--- src/evt_status_pkg.sv ---
// Constants shared by the event status and FIFO trigger logic
package evt_status_pkg;
  // ==========================================================
  // Register offsets
  localparam logic [7:0] ADDR_TRIG_SEL = 8'h0a;
  localparam logic [7:0] ADDR_SYS_MODE = 8'h0b;
  localparam logic [7:0] ADDR_INT_FLAGS = 8'h0c;
  // ==========================================================
  // Field positions of trigger select and interrupt flags, and of gate error and timer in the mode word
  localparam int BIT_DRDY = 0;
  localparam int BIT_VECM = 1;
  localparam int BIT_FFMT = 2;
  localparam int BIT_PULSE = 3;
  localparam int BIT_ORIENT = 4;
  localparam int BIT_TRANS = 5;
  localparam int BIT_FIFO = 6;
  localparam int BIT_ASLP = 7;
  localparam int BIT_GATE_ERR = 7;
  localparam int GT_LSB = 2;
  localparam int GT_W = 5;
  localparam logic [7:0] TRIG_MASK = 8'h3e;
  // ==========================================================
  // Reset values and encodings
  localparam logic [7:0] TRIG_RESET = 8'h00;
  localparam logic [7:0] FLAGS_RESET = 8'h00;
  localparam logic [GT_W-1:0] GT_RESET = 5'h00;
  localparam logic [GT_W-1:0] GT_MAX = 5'h1f;
  localparam logic [1:0] MODE_STANDBY = 2'h0;
  localparam logic [1:0] MODE_WAKE = 2'h1;
  localparam logic [1:0] MODE_SLEEP = 2'h2;
  localparam logic [1:0] FIFO_MODE_TRIGGER = 2'h3;
  localparam int FIFO_DEPTH = 32;
endpackage : evt_status_pkg

--- src/mode_link_if.sv ---
// Signals between the status block and its mode sequencer
`timescale 1ns/10ps
interface mode_link_if;
  logic active;
  logic slpe;
  logic inact_expired;
  logic wake_evt;
  logic aslp_evt;
  logic sleep_rate;
  logic [1:0] mode;
  modport ctl (output active, output slpe, output inact_expired, output wake_evt,
    input aslp_evt, input sleep_rate, input mode);
  modport seq (input active, input slpe, input inact_expired, input wake_evt,
    output aslp_evt, output sleep_rate, output mode);
endinterface : mode_link_if

--- src/event_status_and_fifo_trigger.sv ---
// Event status registers, gate error timer and FIFO trigger freeze
//
// Operation
// - In trigger mode an enabled event flag freezes the FIFO, keeping 32 samples.
// - Five trigger enables select freezing events; all reset to zero.
// - Gate error flag resets 0, sets on error, clears when FIFO empties.
// - Five-bit timer counts rate ticks since gate error; cleared with flag.
// - Two-bit mode field: 00 standby, 01 wake, 10 sleep; resets standby.
// - Each flag reads 1 while its function has an interrupt asserted.
// - Reading the flag register clears only the vector-magnitude bit.
// - Auto-sleep bit sets on any wake/sleep transition event.
// - Wake goes to sleep, low rate, when inactivity exceeds the limit.
// - Sleep goes to wake, higher rate, on a chosen wake event.
// - Reading the mode register clears the auto-sleep bit.
// - FIFO bit sets on overflow or watermark; clears on FIFO status read.
// - Transient bit sets on active transient with enable; clears on its read.
// - Orientation bit sets on changed orientation with enable; clears on its read.
// - Vector-magnitude bit clears on reading the flag register.
// - Pulse bit sets on active pulse with enable; clears on pulse source read.
// - FIFO trigger mode is setting 2'b11; watermark then means trigger seen.
`timescale 1ns/10ps
module event_status_and_fifo_trigger
  import evt_status_pkg::*;
(
  input wire logic clock,
  input wire logic sys_rst,
  input wire logic [7:0] reg_addr,
  input wire logic reg_wr,
  input wire logic reg_rd,
  input wire logic [7:0] reg_wdata,
  output logic [7:0] reg_rdata,
  input wire logic odr_tick,
  input wire logic active,
  input wire logic slpe,
  input wire logic inact_expired,
  input wire logic wake_evt,
  input wire logic [1:0] fifo_mode,
  input wire logic fifo_push,
  input wire logic fifo_ovf,
  input wire logic fifo_wmrk,
  input wire logic fifo_empty,
  input wire logic gate_error_evt,
  input wire logic fifo_status_rd,
  input wire logic trans_event_active_flag,
  input wire logic trans_int_en,
  input wire logic trans_src_rd,
  input wire logic orient_changed,
  input wire logic orient_int_en,
  input wire logic orientation_state_register_rd,
  input wire logic pulse_event_active_flag,
  input wire logic pulse_int_en,
  input wire logic pulse_src_rd,
  input wire logic ffmt_event_active_flag,
  input wire logic ffmt_int_en,
  input wire logic ffmt_src_rd,
  input wire logic vecm_evt,
  input wire logic vecm_int_en,
  input wire logic drdy_evt,
  input wire logic drdy_clr,
  output logic fifo_freeze,
  output logic sleep_rate,
  output logic [1:0] sys_mode,
  output logic [7:0] int_flags
);
  import evt_status_pkg::*;

  // ==========================================================
  // Mode sequencer
  mode_link_if link ();

  assign link.active = active;
  assign link.slpe = slpe;
  assign link.inact_expired = inact_expired;
  assign link.wake_evt = wake_evt;

  mode_sequencer u_seq (
    .clock(clock),
    .sys_rst(sys_rst),
    .link(link.seq)
  );

  // ==========================================================
  // Register state
  logic [7:0] trig_q;
  logic [7:0] trig_d;
  logic [7:0] flags_q;
  logic [7:0] flags_d;
  logic gerr_q;
  logic gerr_d;
  logic [GT_W-1:0] gt_q;
  logic [GT_W-1:0] gt_d;
  logic freeze_q;
  logic freeze_d;
  logic fifo_lvl_q;
  logic fifo_lvl_d;
  logic [7:0] rdata_q;
  logic [7:0] rdata_d;
  logic [7:0] set_v;
  logic [7:0] clr_v;
  logic [7:0] sys_word;
  logic rd_sys;
  logic rd_flags;

  // Register read decode
  assign rd_sys = reg_rd && (reg_addr == ADDR_SYS_MODE);
  assign rd_flags = reg_rd && (reg_addr == ADDR_INT_FLAGS);
  assign sys_word = {gerr_q, gt_q, link.mode};

  // Flag set and clear terms
  always_comb
  begin
    set_v = FLAGS_RESET;
    clr_v = FLAGS_RESET;
    set_v[BIT_ASLP] = link.aslp_evt;
    set_v[BIT_FIFO] = (fifo_ovf || fifo_wmrk) && (fifo_push || !fifo_lvl_q);
    set_v[BIT_TRANS] = trans_event_active_flag && trans_int_en;
    set_v[BIT_ORIENT] = orient_changed && orient_int_en;
    set_v[BIT_PULSE] = pulse_event_active_flag && pulse_int_en;
    set_v[BIT_FFMT] = ffmt_event_active_flag && ffmt_int_en;
    set_v[BIT_VECM] = vecm_evt && vecm_int_en;
    set_v[BIT_DRDY] = drdy_evt;
    clr_v[BIT_ASLP] = rd_sys;
    clr_v[BIT_FIFO] = fifo_status_rd;
    clr_v[BIT_TRANS] = trans_src_rd;
    clr_v[BIT_ORIENT] = orientation_state_register_rd;
    clr_v[BIT_PULSE] = pulse_src_rd;
    clr_v[BIT_FFMT] = ffmt_src_rd;
    clr_v[BIT_VECM] = rd_flags;
    clr_v[BIT_DRDY] = drdy_clr;
  end

  // Next register values; a set beats a clear for the flags and gate error, while leaving trigger mode beats a freeze
  always_comb
  begin
    trig_d = trig_q;
    if (reg_wr && reg_addr == ADDR_TRIG_SEL)
      trig_d = reg_wdata & TRIG_MASK;
    flags_d = (flags_q & ~clr_v) | set_v;
    fifo_lvl_d = fifo_ovf || fifo_wmrk;
    gerr_d = gate_error_evt || (gerr_q && !fifo_empty);
    gt_d = gt_q;
    if (!gerr_q || !gerr_d)
      gt_d = GT_RESET;
    else if (odr_tick && gt_q != GT_MAX)
      gt_d = gt_q + 5'h01;
    freeze_d = freeze_q;
    if (fifo_mode != FIFO_MODE_TRIGGER)
      freeze_d = 1'b0;
    else if (|(flags_q & trig_q))
      freeze_d = 1'b1;
    rdata_d = rdata_q;
    if (reg_rd)
    begin
      unique case (reg_addr)
        ADDR_TRIG_SEL: rdata_d = trig_q;
        ADDR_SYS_MODE: rdata_d = sys_word;
        ADDR_INT_FLAGS: rdata_d = flags_q;
        default: rdata_d = 8'h00;
      endcase
    end
  end

  // Register all state
  always_ff @(posedge clock)
  begin
    if (sys_rst)
    begin
      trig_q <= TRIG_RESET;
      flags_q <= FLAGS_RESET;
      fifo_lvl_q <= 1'b0;
      gerr_q <= 1'b0;
      gt_q <= GT_RESET;
      freeze_q <= 1'b0;
      rdata_q <= 8'h00;
    end
    else
    begin
      trig_q <= trig_d;
      flags_q <= flags_d;
      fifo_lvl_q <= fifo_lvl_d;
      gerr_q <= gerr_d;
      gt_q <= gt_d;
      freeze_q <= freeze_d;
      rdata_q <= rdata_d;
    end
  end

  // Outputs
  assign reg_rdata = rdata_q;
  assign fifo_freeze = freeze_q;
  assign int_flags = flags_q;
  assign sys_mode = link.mode;
  assign sleep_rate = link.sleep_rate;
endmodule : event_status_and_fifo_trigger

--- src/mode_sequencer.sv ---
// Standby, wake and sleep sequencer
`timescale 1ns/10ps
module mode_sequencer
  import evt_status_pkg::*;
(
  input wire logic clock,
  input wire logic sys_rst,
  mode_link_if.seq link
);
  // ==========================================================
  // State
  typedef enum logic [2:0] {
    ST_STANDBY = 3'b001,
    ST_WAKE = 3'b010,
    ST_SLEEP = 3'b100
  } mode_state_e;

  mode_state_e state_q;
  mode_state_e state_d;
  logic aslp_q;
  logic aslp_d;

  // Next state and transition event
  always_comb
  begin
    state_d = state_q;
    aslp_d = 1'b0;
    if (!link.active)
      state_d = ST_STANDBY;
    else
    begin
      unique case (state_q)
        ST_STANDBY: state_d = ST_WAKE;
        ST_WAKE:
        begin
          if (link.slpe && link.inact_expired)
          begin
            state_d = ST_SLEEP;
            aslp_d = 1'b1;
          end
        end
        ST_SLEEP:
        begin
          if (link.wake_evt)
          begin
            state_d = ST_WAKE;
            aslp_d = 1'b1;
          end
        end
        default: state_d = ST_STANDBY;
      endcase
    end
  end

  // Register state
  always_ff @(posedge clock)
  begin
    if (sys_rst)
    begin
      state_q <= ST_STANDBY;
      aslp_q <= 1'b0;
    end
    else
    begin
      state_q <= state_d;
      aslp_q <= aslp_d;
    end
  end

  // Mode code and rate select
  always_comb
  begin
    unique case (state_q)
      ST_WAKE: link.mode = MODE_WAKE;
      ST_SLEEP: link.mode = MODE_SLEEP;
      default: link.mode = MODE_STANDBY;
    endcase
  end
  assign link.sleep_rate = (state_q == ST_SLEEP);
  assign link.aslp_evt = aslp_q;
endmodule : mode_sequencer

--- config.mk ---
export PLATFORM = sky130hd
export DESIGN_NAME = event_status_and_fifo_trigger
export DESIGN_NICKNAME = d
export VERILOG_FILES = /design/src/evt_status_pkg.sv /design/src/mode_link_if.sv /design/src/event_status_and_fifo_trigger.sv /design/src/mode_sequencer.sv
export SDC_FILE = /design/constraint.sdc
export NUM_CORES = 1
export LEC_CHECK = 0
export CAP_MARGIN = 20
export CORE_UTILIZATION = 55
export DETAILED_ROUTE_END_ITERATION = 10
export DONT_BUFFER_PORTS = 1
export GPL_ROUTABILITY_DRIVEN = 0
export PLACE_DENSITY = 0.68
export SKIP_LAST_GASP = 1
export SLEW_MARGIN = 40
export SYNTH_ARGS = -nofsm -noshare
export SYNTH_HDL_FRONTEND = slang
export SYNTH_HIERARCHICAL = 1
export SYNTH_SLANG_ARGS = --single-unit
--- constraint.sdc ---
create_clock -name clock -period 2.1 [get_ports clock]
set_input_delay 0.42 -clock clock [delete_from_list [all_inputs] [get_ports clock]]
set_output_delay 0.42 -clock clock [all_outputs]
set_load 0.02 [all_outputs]
# After elaboration in Yosys (flattened, before gate mapping)
# Cells that the tools add are included.
classes:
  mux: 8
  n_reduce_logical: 25
  bitwise: 5
  eq_ne: 10
  n_addsub: 1
ops:
  columns: ["cell", "n"]
  rows:
  - ["$eq A8 B4 Y1 const B", 3]
  - ["$pmux W8 S3", 1]
  - ["$logic_and A1 B1 Y1", 12]
  - ["$pmux W3 S3", 1]
  - ["$and A8 B6 Y8", 1]
  - ["$and A8 B8 Y8", 1]
  - ["$not A8 Y8", 1]
  - ["$or A8 B8 Y8", 1]
  - ["$reduce_or A8 Y1", 1]
  - ["$mux W3", 2]
  - ["$reduce_or A2 Y1", 3]
  - ["$add A5 B1 Y5 const B", 1]
  - ["$ne A5 B5 Y1 const B", 1]
  - ["$logic_not A1 Y1", 4]
  - ["$logic_or A1 B1 Y1", 4]
  - ["$ne A2 B2 Y1 const B", 2]
  - ["$pmux W2 S2", 1]
  - ["$eq A3 B1 Y1 const B", 1]
  - ["$eq A3 B2 Y1 const B", 1]
  - ["$eq A3 B3 Y1 const B", 1]
  - ["$mux W1", 2]
  - ["$ne A2 B1 Y1 const B", 1]
  - ["$pmux W1 S2", 1]
  - ["$reduce_and A2 Y1", 1]
  - ["$not A1 Y1", 1]
word_totals:
  wordCells: 58
  inputBits: 49
  ff_bits: 33
  out_inout_bits: 20

# Logic depth before layout (Yosys ltp)
# Gate-level depths: netlist (run 1).
depth:
  depth_word: 6
  depth_mapped: 6
  depth_no_buf: 6

# By module
# The synthesis (run 1) kept the hierarchy.
by_module_without_submodules:
  columns: ["module", "cells_each", "area_per_inst_um2", "seq_area_each_um2", "n_inst"]
  rows:
  - ["event_status_and_fifo_trigger", 145, 1380.1, 580.6, 1]
  - ["mode_sequencer", 22, 201.4, 80.1, 1]

# Least setup slack after synthesis (run 1)
# OpenSTA, ideal clock, no wires.
synth_timing:
  path_type: "register to register"
  start: "register u_seq.state_q[2]"
  end: "register rdata_q[1] (netlist: reg_rdata[1])"
  arrival_ns: 1.625
  stages_incl_launch_ff: 7
  t_required_ns: 2.008
  path_buffers: 1
  synth_period_minus_slack_ns: 1.717
  setup_slack_ns: 0.383
  setup_time_ns: 0.092
  path_cell_list: "dfxtp_1 inv_1 nor3_1 buf_4 mux2_2 a22oi_1 o32ai_1"
synth_via:
  elab_chain_len: 3
  word_cells_on_any_way: 4
  cone_classes: "eq/ne (2); mux (2)"
synth_rtl:
  columns: ["item", "line", "rtl"]
  rows:
  - ["start, declared", "mode_sequencer.sv:18", "mode_state_e state_q;"]
  - ["start signal, assigned", "mode_sequencer.sv:65", "state_q <= state_d;"]
  - ["$eq A3 B3 Y1", null, null]
  - ["net sleep_rate", "event_status_and_fifo_trigger.sv:61", "output logic sleep_rate,"]
  - ["$pmux W2 S2", "mode_sequencer.sv:73", "unique case (state_q)"]
  - ["net sys_mode[1]", "event_status_and_fifo_trigger.sv:62", "output logic [1:0] sys_mode,"]
  - ["$pmux W8 S3", "event_status_and_fifo_trigger.sv:154", "unique case (reg_addr)"]
  - ["end signal, assigned", "event_status_and_fifo_trigger.sv:184", "rdata_q <= rdata_d;"]
  - ["end, declared", "event_status_and_fifo_trigger.sv:96", "logic [7:0] rdata_q;"]
# The timed path passes the listed nets, and every way through them passes these cells.
# A chain may end at the register's enable or synchronous reset.

# Worst setup path after layout (run 1)
layout_timing:
  start: "register u_seq.state_q[2]"
  end: "output port sleep_rate"
layout_via:
  elab_chain_len: 1
layout_rtl:
  columns: ["item", "line", "rtl"]
  rows:
  - ["$eq A3 B3 Y1", "mode_sequencer.sv:79", "assign link.sleep_rate = (state_q == ST_SLEEP);"]
  - ["end, declared", "event_status_and_fifo_trigger.sv:61", null]
# No other way between the ends.

==> results of run 1 <==
synthesized netlist by cell type, types with 2 or more instances:
master / instances
dfxtp_1: 33
a21oi_1: 16
nand2b_1: 15
nand2_1: 11
nor2_1: 10
a22oi_1: 9
o32ai_1: 8
inv_1: 6
mux2_2: 5
nand4_1: 5
o31ai_1: 5
clkbuf_1: 3
a41oi_1: 2
and4bb_2: 2
ha_1: 2
nand3_1: 2
nor3_1: 2
nor3b_1: 2
nor3b_4: 2
xnor2_1: 2
final timing paths:
check / to / slack (ns) / depth (start not counted)
worst min register to register: int_flags[7] / 0.45 / 1
worst min-delay path: gerr_q / 0.15 / 1
worst max-delay path: sleep_rate / 0.27 / 3
worst max register to register: gt_q[3] / 0.36 / 6
power by group through the flow:
stage	clock (mW)	combinational, mW	sequential (mW)
floorplan	0	0.0692	0.677
global placement	0	0.0664	0.681
detailed placement	0	0.0694	0.682
CTS	0.499	0.0697	0.668
global route	0.516	0.0770	0.670
finish	0.490	0.0694	0.668
layer usage:
layer  vias to the layer above  track usage
met5                         -            0
met4                         0       0.0964
met3                         5        0.102
met2                        48        0.430
met1                       649        0.267
li1                        641            -
final cells by class:
type                    count  area, um^2  area share
repair buffers              1        7.51     0.00446
well taps                  31        38.8      0.0230
inverters                   6        22.5      0.0134
clock buffers               7        55.1      0.0327
flip-flops and latches     33         661       0.393
clock inverters             1        30.0      0.0178
multi-input cells         123         868       0.516
critical path, stage by stage, from the launching register on:
cell and delay [ns]:
dfxtp_1 0.46, inv_1 0.09, nor3_1 0.29, buf_4 0.25
state kept, by name (all words and copies together), names as in the netlist:
register             cells
u_seq/link.aslp_evt      1
fifo_freeze              1
int_flags                8
trig_q                   5
u_seq/state_q            3
gerr_q                   1
reg_rdata                8
fifo_lvl_q               1
gt_q                     5
cells in the final DEF (no fill, tap or decap), types with 2 or more instances in the layout:
cell type  instances
dfxtp_1           33
a21oi_1           16
nand2b_1          15
nand2_1           11
nor2_1            10
a22oi_1            9
o32ai_1            8
inv_1              6
nand4_1            5
o31ai_1            5
mux2_2             5
clkbuf_4           5
nor3b_4            2
and4bb_2           2
nand3_1            2
xnor2_1            2
a41oi_1            2
ha_1               2
nor3_1             2
nor3b_1            2
kinds of logic after synthesis:
family | Yosys count | share of synthesized area
AO/OA/AOI/OAI | 50 | 0.229
buffers and inverters | 11 | 0.0332
AND/OR/NAND/NOR | 63 | 0.252
adder cells (fa/ha/maj) | 2 | 0.0158
XOR/XNOR | 3 | 0.0166
flip-flops | 33 | 0.418
multiplexers | 5 | 0.0356
==> metrics, run 1 <==
P&R area growth vs syn=6.41%; final core utilization=0.616; Wirelength per Cell=17.7 um; dominant register cell in the synthesized netlist=dfxtp_1; DRC Markers=0; outcome=finished, final reports clean; cts hold-fix bufs=0; share of flip-flops with an asynchronous set or reset=0; clock buffer count from CTS=5; postcts setup bufs=0; minimum clock period=1.83 ns; Switching Share=0.219; clock power share=0.399; initial antenna violation count=0; Total Wirelength=3570 um; Post-Place Setup Slack=0.391 ns; PortBufs=0; Critical Path Sink Type=output pin; worst hold path type=in2reg; I/O pin cnt=69; first-pass GRT wire length=6010 um; Relative slew margins=0.590; area share of the largest cell type after synthesis=0.418; share of cells above drive strength 1=0.123; drt pass-1 iters=4; Synth Register Bits=33; CP arrival=1.41 ns; Chip Height=55.6 um; Tightest Pin Transition=0.613 ns; Fin. Hold Viols=0; final instance area=1680 um^2; WHS=0.147 ns; 1st-iter DRT viols=between 50 and 60; Syn Std Cell Area=between 1500 and 2000 um^2; met1 WL=1500 um; RSZ-0062 raised after global routing=no; Fin Setup TNS=0 ns; Rows=19; worst-case clock buffer depth=2; Setup Viol. Count Final=0; Die X=55.6 um; Combinational Power Share=0.057; number of flops mapped to enable cells by yosys=0; root buf cell=clkbuf_4; peak supply drop=0.000636 V; top sig layer=met4; Worst Path Max Fanout=6; pwr dens=roughly 730 nW/um^2; sequential share of the synthesized area=0.418; fillers=248; nets=221; largest net degree at the start of global routing=25; metal3 WL=232 um; Finished Layout Cells=202; Routed Antenna Nets=0; crit start category=flip-flop; min-delay src=sys_rst; via count=1343; Max Cap Violations=0; vias in the first global route=about 1400; GRT Total Usage=0.248; Synth area leader=dfxtp_1; YS warnings=6; NetSw=between 0.2 and 0.3 mW; clock sink total=33; Final WS setup=around 0.27 ns; met2 wire length=1800 um; Initial Utilization=0.578; Clk Latency, worst-skew pair=around 0.33 ns; final worst path period share=0.874; overall power=1.23 mW; placed cells=~190; cts repair resizes=0; Mean Syn Cell Area=9.47 um^2; Post-Syn Nets=218; WP data required=1.68 ns; core area=2730 um^2; post-synthesis cell count=167; n_diodes=0; dpl cell area=1600 um^2; post-detail-place hpwl=2640 um; Final Skew=0.00637 ns; Synth cell types=45; Slew Limit Fails=0; WS Path Type=reg2out; via/cell ratio=6.65; DIE AREA=3090 um^2; CP startpoint=u_seq/state_q[2]; gr ovfl total=0; CTS tree=built; Lkg Pwr=0.568 nW; internal power=0.958 mW; Synth area leaders=dfxtp_1 (42%), nand2b_1 (5.9%), a21oi_1 (5.1%); Max Clk Rate=545 MHz; Worst R2R Start=gt_q[0]; register share of total power=0.544; clk slew on worst S/H paths=approximately 0.1 ns; H-Tree Depth=2
Power figures use the tool's default switching activity.
==> run 2: changes to the inputs <==
- CORE_MARGIN: unset -> 2
==> run 2 against run 1 <==
  * Largest cell class unchanged
  * Clock skew up 0.0079 ns
  * Largest power group unchanged
  * Sequential power about the same
  * Register-to-register slack about the same
  * Combinational power up 0.9%
==> metrics, run 2 (same netlist as run 1, synthesis figures left out) <==
Routed Antenna Nets=0; I/O pin cnt=69; worst-case clock buffer depth=2; Fin. Hold Viols=0; CP arrival=1.40 ns; reg2reg setup slack=0.36 ns; gr ovfl total=0; DRC Markers=0; fillers=221; internal power=0.958 mW; Max Cap Violations=0; NetSw=between 0.2 and 0.3 mW; Initial Utilization=0.578; cts hold-fix bufs=0; WS Path Type=reg2out; first-pass GRT wire length=5700 um; minimum clock period=1.82 ns; initial antenna violation count=0; root buf cell=clkbuf_4; Chip Height=around 58 um; Max Clk Rate=549 MHz; clock power share=0.397; most common cell after layout, fill and taps aside=dfxtp_1; CP max stage delay=0.45 ns; dpl cell area=1600 um^2; Die X=57.6 um; nets=221; vias in the first global route=1281; via/cell ratio=6.55; Rows=19; Tightest Pin Transition=0.586 ns; CTS tree=built; clock buffer count from CTS=5; Total Wirelength=3550 um; WP data required=1.68 ns; Clk Latency, worst-skew pair=0.33 ns; pwr dens=727 nW/um^2; Switching Share=0.217; DIE AREA=3320 um^2; Post-Place Setup Slack=0.393 ns; register share of total power=0.546; post-detail-place hpwl=2630 um; placed cells=194; clk slew on worst S/H paths=0.10 ns; Final Skew=approximately 0.014 ns; H-Tree Depth=2; RSZ-0062 raised after global routing=no; final worst path period share=0.867; Wirelength per Cell=17.5 um; WHS=0.146 ns; PortBufs=0; drt pass-1 iters=4; crit start category=flip-flop; outcome=finished, final reports clean; Setup Viol. Count Final=0; P&R area growth vs syn=6.41%; Finished Layout Cells=202; slowest stage cell, crit path=dfxtp_1; most frequent cells in the layout=dfxtp_1 (33), a21oi_1 (16), nand2b_1 (15), nand2_1 (11), nor2_1 (10); Combinational Power Share=0.057; via count=1323; RR Endpoint=gt_q[3]; peak supply drop=between 0.0006 and 0.0007 V; 1st-iter DRT viols=42; reg2reg path depth=6; crit path to=sleep_rate; GRT Total Usage=0.223; overall power=1.22 mW; Relative slew margins=0.608; final core utilization=0.616; postcts setup bufs=0; worst hold path type=in2reg; clock sink total=33; Worst R2R Start=gt_q[0]; Slew Limit Fails=0; Critical Path Sink Type=output pin; n_diodes=0; cts repair resizes=0; share of cells above drive strength 1=0.123; CP startpoint=u_seq/state_q[2]; Final WS setup=between 0.2 and 0.3 ns; core area=approximately 2700 um^2; Worst Path Max Fanout=6; Lkg Pwr=0.568 nW; largest net degree at the start of global routing=25; CP Cell Sequence=inv_1 -> nor3_1 -> buf_4; Fin Setup TNS=0 ns; final instance area=1680 um^2
## run 2: critical path, delay by kind of cell, from the launching register on
kind | cells | cell delay [ns]
buffers and inverters | 2 | 0.34
AND/OR/NAND/NOR | 1 | 0.29
flip-flops | 1 | 0.45
## run 2: worst min path at each step
| stage | depth (start not counted) | slack, ns | end | from |
|---|---|---|---|---|
| final | 1 | 0.15 | gerr_q | sys_rst |
| after global routing | 1 | 0.11 | gerr_q | sys_rst |
| after CTS | 1 | 0.14 | int_flags[0] | sys_rst |
| after detailed placement | 1 | 0.44 | int_flags[7] | u_seq/link.aslp_evt |
| after global placement | 1 | 0.43 | int_flags[7] | u_seq/link.aslp_evt |
| after floorplan | 1 | 0.42 | int_flags[7] | u_seq/link.aslp_evt |
## run 2: power groups by stage
stage	clock, mW	combinational (mW)	sequential [mW]
2_1_floorplan	0	0.0692	0.677
3_3_place_gp	0	0.0664	0.681
3_5_place_dp	0	0.0693	0.682
4_1_cts	0.498	0.0695	0.668
5_1_grt	0.526	0.0773	0.671
6_report	0.486	0.0700	0.668
## run 2: metal layers
metal,global-route usage,part of all wire,up-vias
li1,-,-,637
met2,0.383,0.49,58
met3,0.0692,0.084,5
met4,0.0831,0.0079,0
met1,0.261,0.42,623
met5,0,0,-
## run 2: cell type report
| class | count | area (um^2) | area share |
|---|---|---|---|
| clock buffers | 7 | 55.1 | 0.0327 |
| clock inverters | 1 | 30.0 | 0.0178 |
| inverters | 6 | 22.5 | 0.0134 |
| multi-input cells | 123 | 868 | 0.516 |
| flip-flops and latches | 33 | 661 | 0.393 |
| well taps | 31 | 38.8 | 0.0230 |
| repair buffers | 1 | 7.51 | 0.00446 |
